File: src/ssg_pkg.sv
// Package of constants for the sensor's two-wire slave guard.
// Assumes a 200 MHz reference clock; all counts derive from it.
package ssg_pkg;
  localparam int unsigned CLK_MHZ         = 200;
  // Bus lock-up timeout window, in milliseconds.
  localparam int unsigned TIMEOUT_MIN_MS  = 15;
  localparam int unsigned TIMEOUT_MAX_MS  = 45;
  // Chosen point inside the window, 25 ms, in cycles.
  localparam int unsigned TIMEOUT_USE_MS  = 25;
  localparam int unsigned TIMEOUT_CYC     = TIMEOUT_USE_MS * 1000 * CLK_MHZ;
  // Power-up readiness limit, 1 ms, in cycles.
  localparam int unsigned POR_READY_MS    = 1;
  localparam int unsigned POR_READY_CYC   = POR_READY_MS * 1000 * CLK_MHZ;
  // Address select levels on the three-level pin.
  localparam logic [1:0]  ASEL_FLOAT      = 2'h0;
  localparam logic [1:0]  ASEL_GND        = 2'h1;
  localparam logic [1:0]  ASEL_VDD        = 2'h2;
  localparam logic [6:0]  ADDR_FLOAT      = 7'h48;
  localparam logic [6:0]  ADDR_GND        = 7'h49;
  localparam logic [6:0]  ADDR_VDD        = 7'h4A;
  // Implemented pointer values.
  localparam logic [7:0]  PTR_TEMP        = 8'h00;
  localparam logic [7:0]  PTR_MAX         = 8'h07;
  localparam logic [7:0]  PTR_RESET       = 8'h00;
  localparam logic [15:0] TEMP_RESET      = 16'h0000;

  // Maps the address-select level onto the slave address.
  function automatic logic [6:0] ssg_addr(input logic [1:0] sel);
    ssg_addr = (sel == ASEL_GND) ? ADDR_GND : (sel == ASEL_VDD) ? ADDR_VDD : ADDR_FLOAT;
  endfunction

  // Tells whether a pointer value selects an implemented register.
  function automatic logic ssg_ptr_ok(input logic [7:0] p);
    ssg_ptr_ok = (p <= PTR_MAX);
  endfunction
endpackage

File: src/ssg_line_if.sv
// Interface carrying synchronised line levels and their edges.
// Assumes both sides run on ref_clk.
`timescale 1ns/1ps
`default_nettype none
interface ssg_line_if;
  logic scl;
  logic sda;
  logic scl_rise;
  logic scl_fall;
  logic start_seen;
  logic stop_seen;
  logic lockup;
  modport src (output scl, sda, scl_rise, scl_fall, start_seen, stop_seen, lockup);
  modport dst (input scl, sda, scl_rise, scl_fall, start_seen, stop_seen, lockup);
endinterface
`default_nettype wire

File: src/ssg_line_watch.sv
// Line watcher: synchronises both bus lines, finds edges and bus
// conditions, and times how long either line stays low.
// Assumes raw pin levels arrive asynchronously to ref_clk.
`timescale 1ns/1ps
`default_nettype none
module ssg_line_watch
  import ssg_pkg::*;
#(
  parameter int unsigned TIMEOUT_CYCLES = TIMEOUT_CYC
) (
  input  wire logic ref_clk,
  input  wire logic rst,
  input  wire logic scl_in,
  input  wire logic sda_in,
  ssg_line_if.src   lines
);
  logic [1:0]  scl_sync;
  logic [1:0]  sda_sync;
  logic        scl_q;
  logic        sda_q;
  logic [31:0] scl_low_cnt;
  logic [31:0] sda_low_cnt;
  logic [1:0]  next_scl_sync;
  logic [1:0]  next_sda_sync;
  logic [31:0] next_scl_low_cnt;
  logic [31:0] next_sda_low_cnt;

  // Saturating count of the cycles one synchronised line has stayed low.
  function automatic logic [31:0] low_time(input logic level, input logic [31:0] cnt);
    if (level) begin
      low_time = 32'h0000_0000;
    end else if (cnt == TIMEOUT_CYCLES) begin
      low_time = cnt;
    end else begin
      low_time = cnt + 32'h0000_0001;
    end
  endfunction

  // Next values: two-stage synchronisers and one low-time counter per line,
  // so that only a line that is itself held low can time out.
  always_comb begin
    next_scl_sync    = {scl_sync[0], scl_in};
    next_sda_sync    = {sda_sync[0], sda_in};
    next_scl_low_cnt = low_time(scl_sync[1], scl_low_cnt);
    next_sda_low_cnt = low_time(sda_sync[1], sda_low_cnt);
  end

  // Registers of the watcher.
  always_ff @(posedge ref_clk or posedge rst) begin
    if (rst) begin
      scl_sync <= 2'h3;
      sda_sync <= 2'h3;
      scl_q    <= 1'b1;
      sda_q    <= 1'b1;
      scl_low_cnt <= 32'h0000_0000;
      sda_low_cnt <= 32'h0000_0000;
    end else begin
      scl_sync <= next_scl_sync;
      sda_sync <= next_sda_sync;
      scl_q    <= scl_sync[1];
      sda_q    <= sda_sync[1];
      scl_low_cnt <= next_scl_low_cnt;
      sda_low_cnt <= next_sda_low_cnt;
    end
  end

  // Edges and conditions seen on the synchronised levels.
  assign lines.scl        = scl_sync[1];
  assign lines.sda        = sda_sync[1];
  assign lines.scl_rise   = scl_sync[1] & ~scl_q;
  assign lines.scl_fall   = ~scl_sync[1] & scl_q;
  assign lines.start_seen = scl_sync[1] & scl_q & sda_q & ~sda_sync[1];
  assign lines.stop_seen  = scl_sync[1] & scl_q & ~sda_q & sda_sync[1];
  // One pulse per lock-up: a line that crosses the limit while the other
  // has already timed out does not fire a second reset.
  assign lines.lockup     = ((scl_low_cnt == TIMEOUT_CYCLES - 1) &&
                             (sda_low_cnt != TIMEOUT_CYCLES)) ||
                            ((sda_low_cnt == TIMEOUT_CYCLES - 1) &&
                             (scl_low_cnt != TIMEOUT_CYCLES));
endmodule
`default_nettype wire

File: src/ssg_slave.sv
// Two-wire slave front end of the temperature sensor with lock-up guard.
// Assumes external pull-ups on both lines and a host clocking the bus.
//
// Overview of operation
// - Either line held low past the 15 to 45 ms timeout resets the serial state machine.
// - On that timeout the data line is released and any transfer is abandoned.
// - A read of the result takes each byte from the last completed conversion at the moment that byte starts.
// - The serial interface answers within 1 ms after power-on reset ends.
// - A valid result appears no later than one conversion after the interface is ready.
// - A written pointer that selects no register is answered with a not-acknowledge.
// - An invalid pointer is discarded and the stored pointer kept.
// - The slave answers only its 7-bit address chosen by the select pin.
// - The clock line is never driven and never stretched; data is open-drain.
`timescale 1ns/1ps
`default_nettype none
module ssg_slave
  import ssg_pkg::*;
#(
  parameter int unsigned TIMEOUT_CYCLES = TIMEOUT_CYC,
  parameter int unsigned READY_CYCLES   = POR_READY_CYC
) (
  input  wire logic        ref_clk,
  input  wire logic        rst,
  input  wire logic        serial_clock_line_in,
  input  wire logic        serial_data_line_in,
  output logic             serial_data_line_out,
  output logic             serial_data_line_oe,
  output logic             serial_clock_line_oe,
  input  wire logic [1:0]  addr_sel,
  input  wire logic        conv_done,
  input  wire logic [15:0] conv_result,
  output logic             bus_ready,
  output logic             result_valid,
  output logic [7:0]       pointer,
  output logic             lockup_reset
);
  typedef enum logic [2:0] {
    SSG_IDLE = 3'b000,
    SSG_ADDR = 3'b001,
    SSG_AACK = 3'b010,
    SSG_WPTR = 3'b011,
    SSG_PACK = 3'b100,
    SSG_RD   = 3'b101,
    SSG_RACK = 3'b110
  } ssg_state_e;

  ssg_line_if lines ();

  ssg_line_watch #(.TIMEOUT_CYCLES(TIMEOUT_CYCLES)) u_watch (
    .ref_clk (ref_clk),
    .rst     (rst),
    .scl_in  (serial_clock_line_in),
    .sda_in  (serial_data_line_in),
    .lines   (lines)
  );

  ssg_state_e  state;
  ssg_state_e  next_state;
  logic [7:0]  shift;
  logic [7:0]  next_shift;
  logic [3:0]  bit_cnt;
  logic [3:0]  next_bit_cnt;
  logic        rd_hi;
  logic        next_rd_hi;
  logic        drive_low;
  logic        next_drive_low;
  logic [7:0]  next_pointer;
  logic [15:0] result;
  logic [15:0] next_result;
  logic        next_result_valid;
  logic [31:0] ready_cnt;
  logic [31:0] next_ready_cnt;
  logic [6:0]  my_addr;
  logic [6:0]  next_my_addr;
  logic [1:0]  asel_meta;
  logic [1:0]  asel_sync;
  logic [1:0]  next_asel_meta;
  logic [1:0]  next_asel_sync;

  // Power-up readiness timer; the select pin passes two flip-flops and the
  // address follows it until the bus turns ready, then stays frozen.
  always_comb begin
    next_ready_cnt = ready_cnt;
    next_my_addr   = my_addr;
    next_asel_meta = addr_sel;
    next_asel_sync = asel_meta;
    if (ready_cnt != READY_CYCLES) begin
      next_ready_cnt = ready_cnt + 32'h0000_0001;
    end
    if (!bus_ready) begin
      next_my_addr = ssg_addr(asel_sync);
    end
  end

  // Result holding: updated only by a completed conversion.
  always_comb begin
    next_result       = result;
    next_result_valid = result_valid;
    if (conv_done && bus_ready) begin
      next_result       = conv_result;
      next_result_valid = 1'b1;
    end
  end

  // Serial state machine, sampling on clock rises, changing on falls.
  always_comb begin
    next_state     = state;
    next_shift     = shift;
    next_bit_cnt   = bit_cnt;
    next_rd_hi     = rd_hi;
    next_drive_low = drive_low;
    next_pointer   = pointer;
    if (lines.lockup) begin
      next_state     = SSG_IDLE;
      next_drive_low = 1'b0;
      next_bit_cnt   = 4'h0;
    end else if (!bus_ready || lines.stop_seen) begin
      next_state     = SSG_IDLE;
      next_drive_low = 1'b0;
    end else if (lines.start_seen) begin
      next_state     = SSG_ADDR;
      next_bit_cnt   = 4'h0;
      next_drive_low = 1'b0;
    end else begin
      unique case (state)
        SSG_IDLE: begin
        end
        SSG_ADDR, SSG_WPTR: begin
          if (lines.scl_rise) begin
            next_shift   = {shift[6:0], lines.sda};
            next_bit_cnt = bit_cnt + 4'h1;
          end else if (lines.scl_fall && bit_cnt == 4'h8) begin
            next_bit_cnt = 4'h0;
            if (state == SSG_ADDR) begin
              if (shift[7:1] == my_addr) begin
                next_state     = SSG_AACK;
                next_drive_low = 1'b1;
                next_rd_hi     = 1'b1;
              end else begin
                next_state = SSG_IDLE;
              end
            end else if (ssg_ptr_ok(shift)) begin
              next_pointer   = shift;
              next_state     = SSG_PACK;
              next_drive_low = 1'b1;
            end else begin
              next_state = SSG_PACK;
            end
          end
        end
        SSG_AACK, SSG_PACK, SSG_RACK: begin
          if (lines.scl_rise && state == SSG_RACK && lines.sda) begin
            next_state = SSG_IDLE;
          end else if (lines.scl_fall) begin
            next_drive_low = 1'b0;
            if (state == SSG_PACK) begin
              next_state = SSG_IDLE;
            end else if (state == SSG_AACK && !shift[0]) begin
              next_state = SSG_WPTR;
            end else begin
              next_state     = SSG_RD;
              next_shift     = (pointer == PTR_TEMP) ?
                               (rd_hi ? result[15:8] : result[7:0]) : 8'h00;
              next_rd_hi     = ~rd_hi;
              next_drive_low = ~next_shift[7];
              next_bit_cnt   = 4'h1;
            end
          end
        end
        SSG_RD: begin
          if (lines.scl_fall) begin
            if (bit_cnt == 4'h8) begin
              next_state     = SSG_RACK;
              next_drive_low = 1'b0;
            end else begin
              next_shift     = {shift[6:0], 1'b0};
              next_drive_low = ~shift[6];
              next_bit_cnt   = bit_cnt + 4'h1;
            end
          end
        end
        default: begin
          next_state = SSG_IDLE;
        end
      endcase
    end
  end

  // Registers of the slave.
  always_ff @(posedge ref_clk or posedge rst) begin
    if (rst) begin
      state        <= SSG_IDLE;
      shift        <= 8'h00;
      bit_cnt      <= 4'h0;
      rd_hi        <= 1'b1;
      drive_low    <= 1'b0;
      pointer      <= PTR_RESET;
      result       <= TEMP_RESET;
      result_valid <= 1'b0;
      ready_cnt    <= 32'h0000_0000;
      my_addr      <= ADDR_FLOAT;
      asel_meta    <= ASEL_FLOAT;
      asel_sync    <= ASEL_FLOAT;
      lockup_reset <= 1'b0;
    end else begin
      state        <= next_state;
      shift        <= next_shift;
      bit_cnt      <= next_bit_cnt;
      rd_hi        <= next_rd_hi;
      drive_low    <= next_drive_low;
      pointer      <= next_pointer;
      result       <= next_result;
      result_valid <= next_result_valid;
      ready_cnt    <= next_ready_cnt;
      my_addr      <= next_my_addr;
      asel_meta    <= next_asel_meta;
      asel_sync    <= next_asel_sync;
      lockup_reset <= lines.lockup;
    end
  end

  // Open-drain data pin, clock pin never driven.
  assign bus_ready            = (ready_cnt == READY_CYCLES);
  assign serial_data_line_out = 1'b0;
  assign serial_data_line_oe  = drive_low;
  assign serial_clock_line_oe = 1'b0;
endmodule
`default_nettype wire

File: config.mk
export PLATFORM = sky130hd
export DESIGN_NAME = ssg_slave
export DESIGN_NICKNAME = d
export VERILOG_FILES = /design/src/ssg_pkg.sv /design/src/ssg_line_if.sv /design/src/ssg_line_watch.sv /design/src/ssg_slave.sv
export SDC_FILE = /design/constraint.sdc
export NUM_CORES = 1
export LEC_CHECK = 0
export BUFFER_PORTS_ARGS = -buffer_cell sky130_fd_sc_hd__buf_2
export CAP_MARGIN = 15
export CORE_MARGIN = 1.5
export CORE_UTILIZATION = 56
export CTS_CLUSTER_SIZE = 12
export DETAILED_ROUTE_END_ITERATION = 7
export GPL_ROUTABILITY_DRIVEN = 1
export PLACE_DENSITY = 0.77
export SETUP_SLACK_MARGIN = 0.2
export SLEW_MARGIN = 25
export SYNTH_ARGS = -nofsm -noshare
export SYNTH_HDL_FRONTEND = slang
export SYNTH_SLANG_ARGS = --single-unit
File: constraint.sdc
create_clock -name ref_clk -period 4.05 [get_ports ref_clk]
set_input_delay 0.405 -clock ref_clk [delete_from_list [all_inputs] [get_ports ref_clk]]
set_output_delay 0.405 -clock ref_clk [all_outputs]
set_load 0.01 [all_outputs]
==> out/metrics.cfg <==
[status]
status=finished clean

[logic_synthesis]
async_flop_share=1.000
syn_area_um2=7610
yosys_register_bits=151
synth_top_family_by_area=simple AND/OR/NAND/NOR gates
muxShareOfSynthArea=0.05738
synth_edf_count=0
synth-simple-area-share=0.2458
yosysSeqAreaShare=0.4977
syn_inst=749
synth_compound_area_frac=0.06297
avgSynthCellArea_um2=10.16
ys_types=62
yosys_most_used_dff=dfrtp_1
synth_fa_ha_area_frac=0.01315
yosys_warnings=0
synth_xor_area_frac=0.09553

[detailed_routing]
drcViolationCount=0
ant_nets=0
viasPerCell=5.885
vias=5679
drt_iter0_drc=514
drt-total-wl_um=15410
firstDrtPassIters=5
wl_per_cell_um=15.97

[timing]
tightest_slew_ns=0.8600
setup_tns_ns=0
max-slew-margin-rel=0.4222
timing.final.crit_share=0.6719
setup_viol=0
rsz0062_at_grt=no
slew_violations=0
fmaxAchievable_mhz=367.5
finClkSkew_ns=0.01040
finalHoldViolations=0
finalCriticalPeriod_ns=2.721
setup_slack_ns=1.329
hold_slack_ns=0.07486

[global_route]
grt_start_max_net_pins=152
gr-total-overflow=0
grt_pass1_vias=5517
antenna_found_initial=0
globalRouteTotalUtil=0.2297
grt_pass1_wl_um=26480

[worst_hold_path]
min_to=u_watch.sda_sync[0]
hold_path_depth=1
worstHoldStart=serial_data_line_in
hold_class=primary input to register

[clock_tree]
cts-root-buf=clkbuf_16
cts_resized=0
cts_tree=built
cts_inserted_buffers=17
cts_max_level=4
clkSinkCount=151
holdBufCountCts=0
clockBufferDepth=2
path_clk_slew_ns=0.06
clk_latency_ns=0.43
cts_setup_buffers=0

[setup_path]
rr_startpoint=ready_cnt[25]
worstPathArrival_ns=3.03
critPathKind=register to register
required_ns=4.36
reg2reg_slack_ns=1.33
reg2reg_to=result[7]
rr_worst_depth=5
end_kind=register
cp_max_fo=17
startpoint_type=register

[power_and_ir_drop]
switchingPower_uw=691.0
power.share.sequential=0.462
p_int_mw=2.656
clkPwrFrac=0.517
power_density_nw_per_um2=391.6
cellLeakagePower_nw=3.707
power_mw=3.347
vdd_ir_drop_max_v=0.0003372
pwr-share-comb=0.021
swShare=0.2065

[floorplanning]
die_area_um2=14300
rows=42
io_pins=37
start_util=0.5746
die_h_um=119.6
core-area_um2=13240
die_x_um=119.6

[placement]
dp_slack_ns=1.327
portBuffers=34
routabilityCongestion=0.8637
dpl.hpwl_um=10040

[final_layout]
finalNetCount=807
antenna_cells=0
syn2layout_area_growth_pct=12.32
drive_gt1_frac=0.1445

[job]
drv_cap=0

==> through the flow <==
| step | instances | cell area [um^2] | utilization |
|---|---|---|---|
| 2_1_floorplan | 750 | 7617 | - |
| 3_3_place_gp | 933 | 7901 | 0.5967 |
| 3_5_place_dp | 933 | 7901 | 0.5967 |
| 4_1_cts | 965 | 8547 | 0.6454 |
| 5_1_grt | 965 | 8547 | 0.6454 |
| 6_report | 965 | 8547 | 0.6454 |
==> logic make-up after synthesis <==
| kind of cell | count (synthesis) |
|---|---|
| and+or+nand+nor | 340 |
| buffers and inverters | 49 |
| AOI/OAI and AO/OA | 79 |
| muxes | 38 |
| other | 1 |
| adders and majority gates | 8 |
| DFF | 151 |
| xor gates and xnor gates | 83 |
==> critical path, stage by stage (launching register included) <==
cell and delay, ns:
dfrtp_1 0.41, nor4_1 0.33, nand3_1 0.26, nor4_4 0.51, and2_1 0.67, mux2_2 0.42
==> registers in the layout (all words and copies together), names as in the netlist <==
register and cells:
u_watch.sda_q 1, my_addr 2, u_watch.scl_q 1, state 3, u_watch.sda_sync 2, result_valid 1, serial_data_line_oe 1, u_watch.scl_sync 2
shift 8, asel_sync 2, rd_hi 1, u_watch.scl_low_cnt 32, ready_cnt 32, bit_cnt 4, pointer 8, result 16
asel_meta 2, lockup_reset 1, u_watch.sda_low_cnt 32
==> placed cells by master, fill, tap and decap left out, types with 3 or more instances in the layout <==
cell type	synthesis	routed
or3_1	14	14
a31oi_1	3	3
and3_1	17	17
bufinv_16	0	5
nor2_1	80	80
xnor2_1	44	44
clkbuf_16	0	17
dfstp_2	7	7
nor4b_1	6	6
nor3_1	13	13
inv_1	21	20
mux2i_1	11	11
mux2_4	6	6
a21oi_1	32	32
nor4_1	21	21
nand2_1	47	47
nor3b_1	3	3
buf_2	2	34
and2_1	11	11
nand3_1	47	47
ha_1	8	8
clkinv_2	0	3
nand3b_1	3	3
xor2_1	39	39
dfrtp_1	144	144
nor2b_1	9	9
or4_1	6	6
nand4_1	26	26
mux2_2	21	21
and4_1	11	11
nand2b_1	6	6
o21ai_0	29	29
nor4bb_1	4	4
==> layer usage <==
layer  up-vias  routed length (um)  GRT usage
met5         -                   0          0
met4         0                 256    0.08705
met3        22                 584    0.04705
met2       137                7608     0.3725
met1      2819                6962     0.3065
li1       2701                   -          -
==> area by class of cell <==
type | instances | area, um^2
multi-input cells | 550 | 3621
clock buffers | 20 | 446.7
well taps | 176 | 220.2
repair buffers | 35 | 190.2
fillers | 1021 | 4696
clock inverters | 12 | 198.9
flip-flops and latches | 151 | 3787
inverters | 21 | 82.58
==> worst max-delay path by stage <==
stage / cells after the start / startpoint / end
floorplan: 6 / ready_cnt[21] / result[0]
global placement: 6 / u_watch.sda_low_cnt[8] / shift[3]
detailed placement: 5 / ready_cnt[26] / result[7]
CTS: 5 / ready_cnt[25] / result[5]
global route: 5 / ready_cnt[26] / result[4]
finish: 5 / ready_cnt[25] / result[7]
==> cells in the mapped netlist, types with 2 or more instances <==
master	n	area share
a21oi_1	32	0.021
a31oi_1	3	0.0025
and2_1	11	0.0090
and3_1	17	0.014
and4_1	11	0.013
and4b_1	2	0.0026
buf_1	2	0.00099
buf_2	2	0.0013
buf_4	3	0.0030
clkbuf_1	20	0.0099
dfrtp_1	144	0.47
dfstp_2	7	0.024
ha_1	8	0.013
inv_1	21	0.010
mux2_2	21	0.031
mux2_4	6	0.012
mux2i_1	11	0.014
nand2_1	47	0.023
nand2b_1	6	0.0049
nand3_1	47	0.031
nand3b_1	3	0.0030
nand4_1	26	0.021
nand4b_1	2	0.0023
nor2_1	80	0.039
nor2b_1	9	0.0074
nor3_1	13	0.0085
nor3b_1	3	0.0030
nor4_1	21	0.017
nor4b_1	6	0.0069
nor4bb_1	4	0.0053
o21a_1	2	0.0020
o21ai_0	29	0.019
or2_2	2	0.0016
or3_1	14	0.012
or4_1	6	0.0059
xnor2_1	44	0.051
xor2_1	39	0.045
==> power groups by stage <==
stage / registers (mW) / clock network [mW] / logic [mW]
3_5_place_dp: 1.57 / 0 / 0.0719
2_1_floorplan: 1.56 / 0 / 0.0569
5_1_grt: 1.55 / 1.83 / 0.0823
4_1_cts: 1.55 / 1.75 / 0.0726
3_3_place_gp: 1.57 / 0 / 0.0688
6_report: 1.55 / 1.73 / 0.0702
Power figures use the tool's default switching activity.
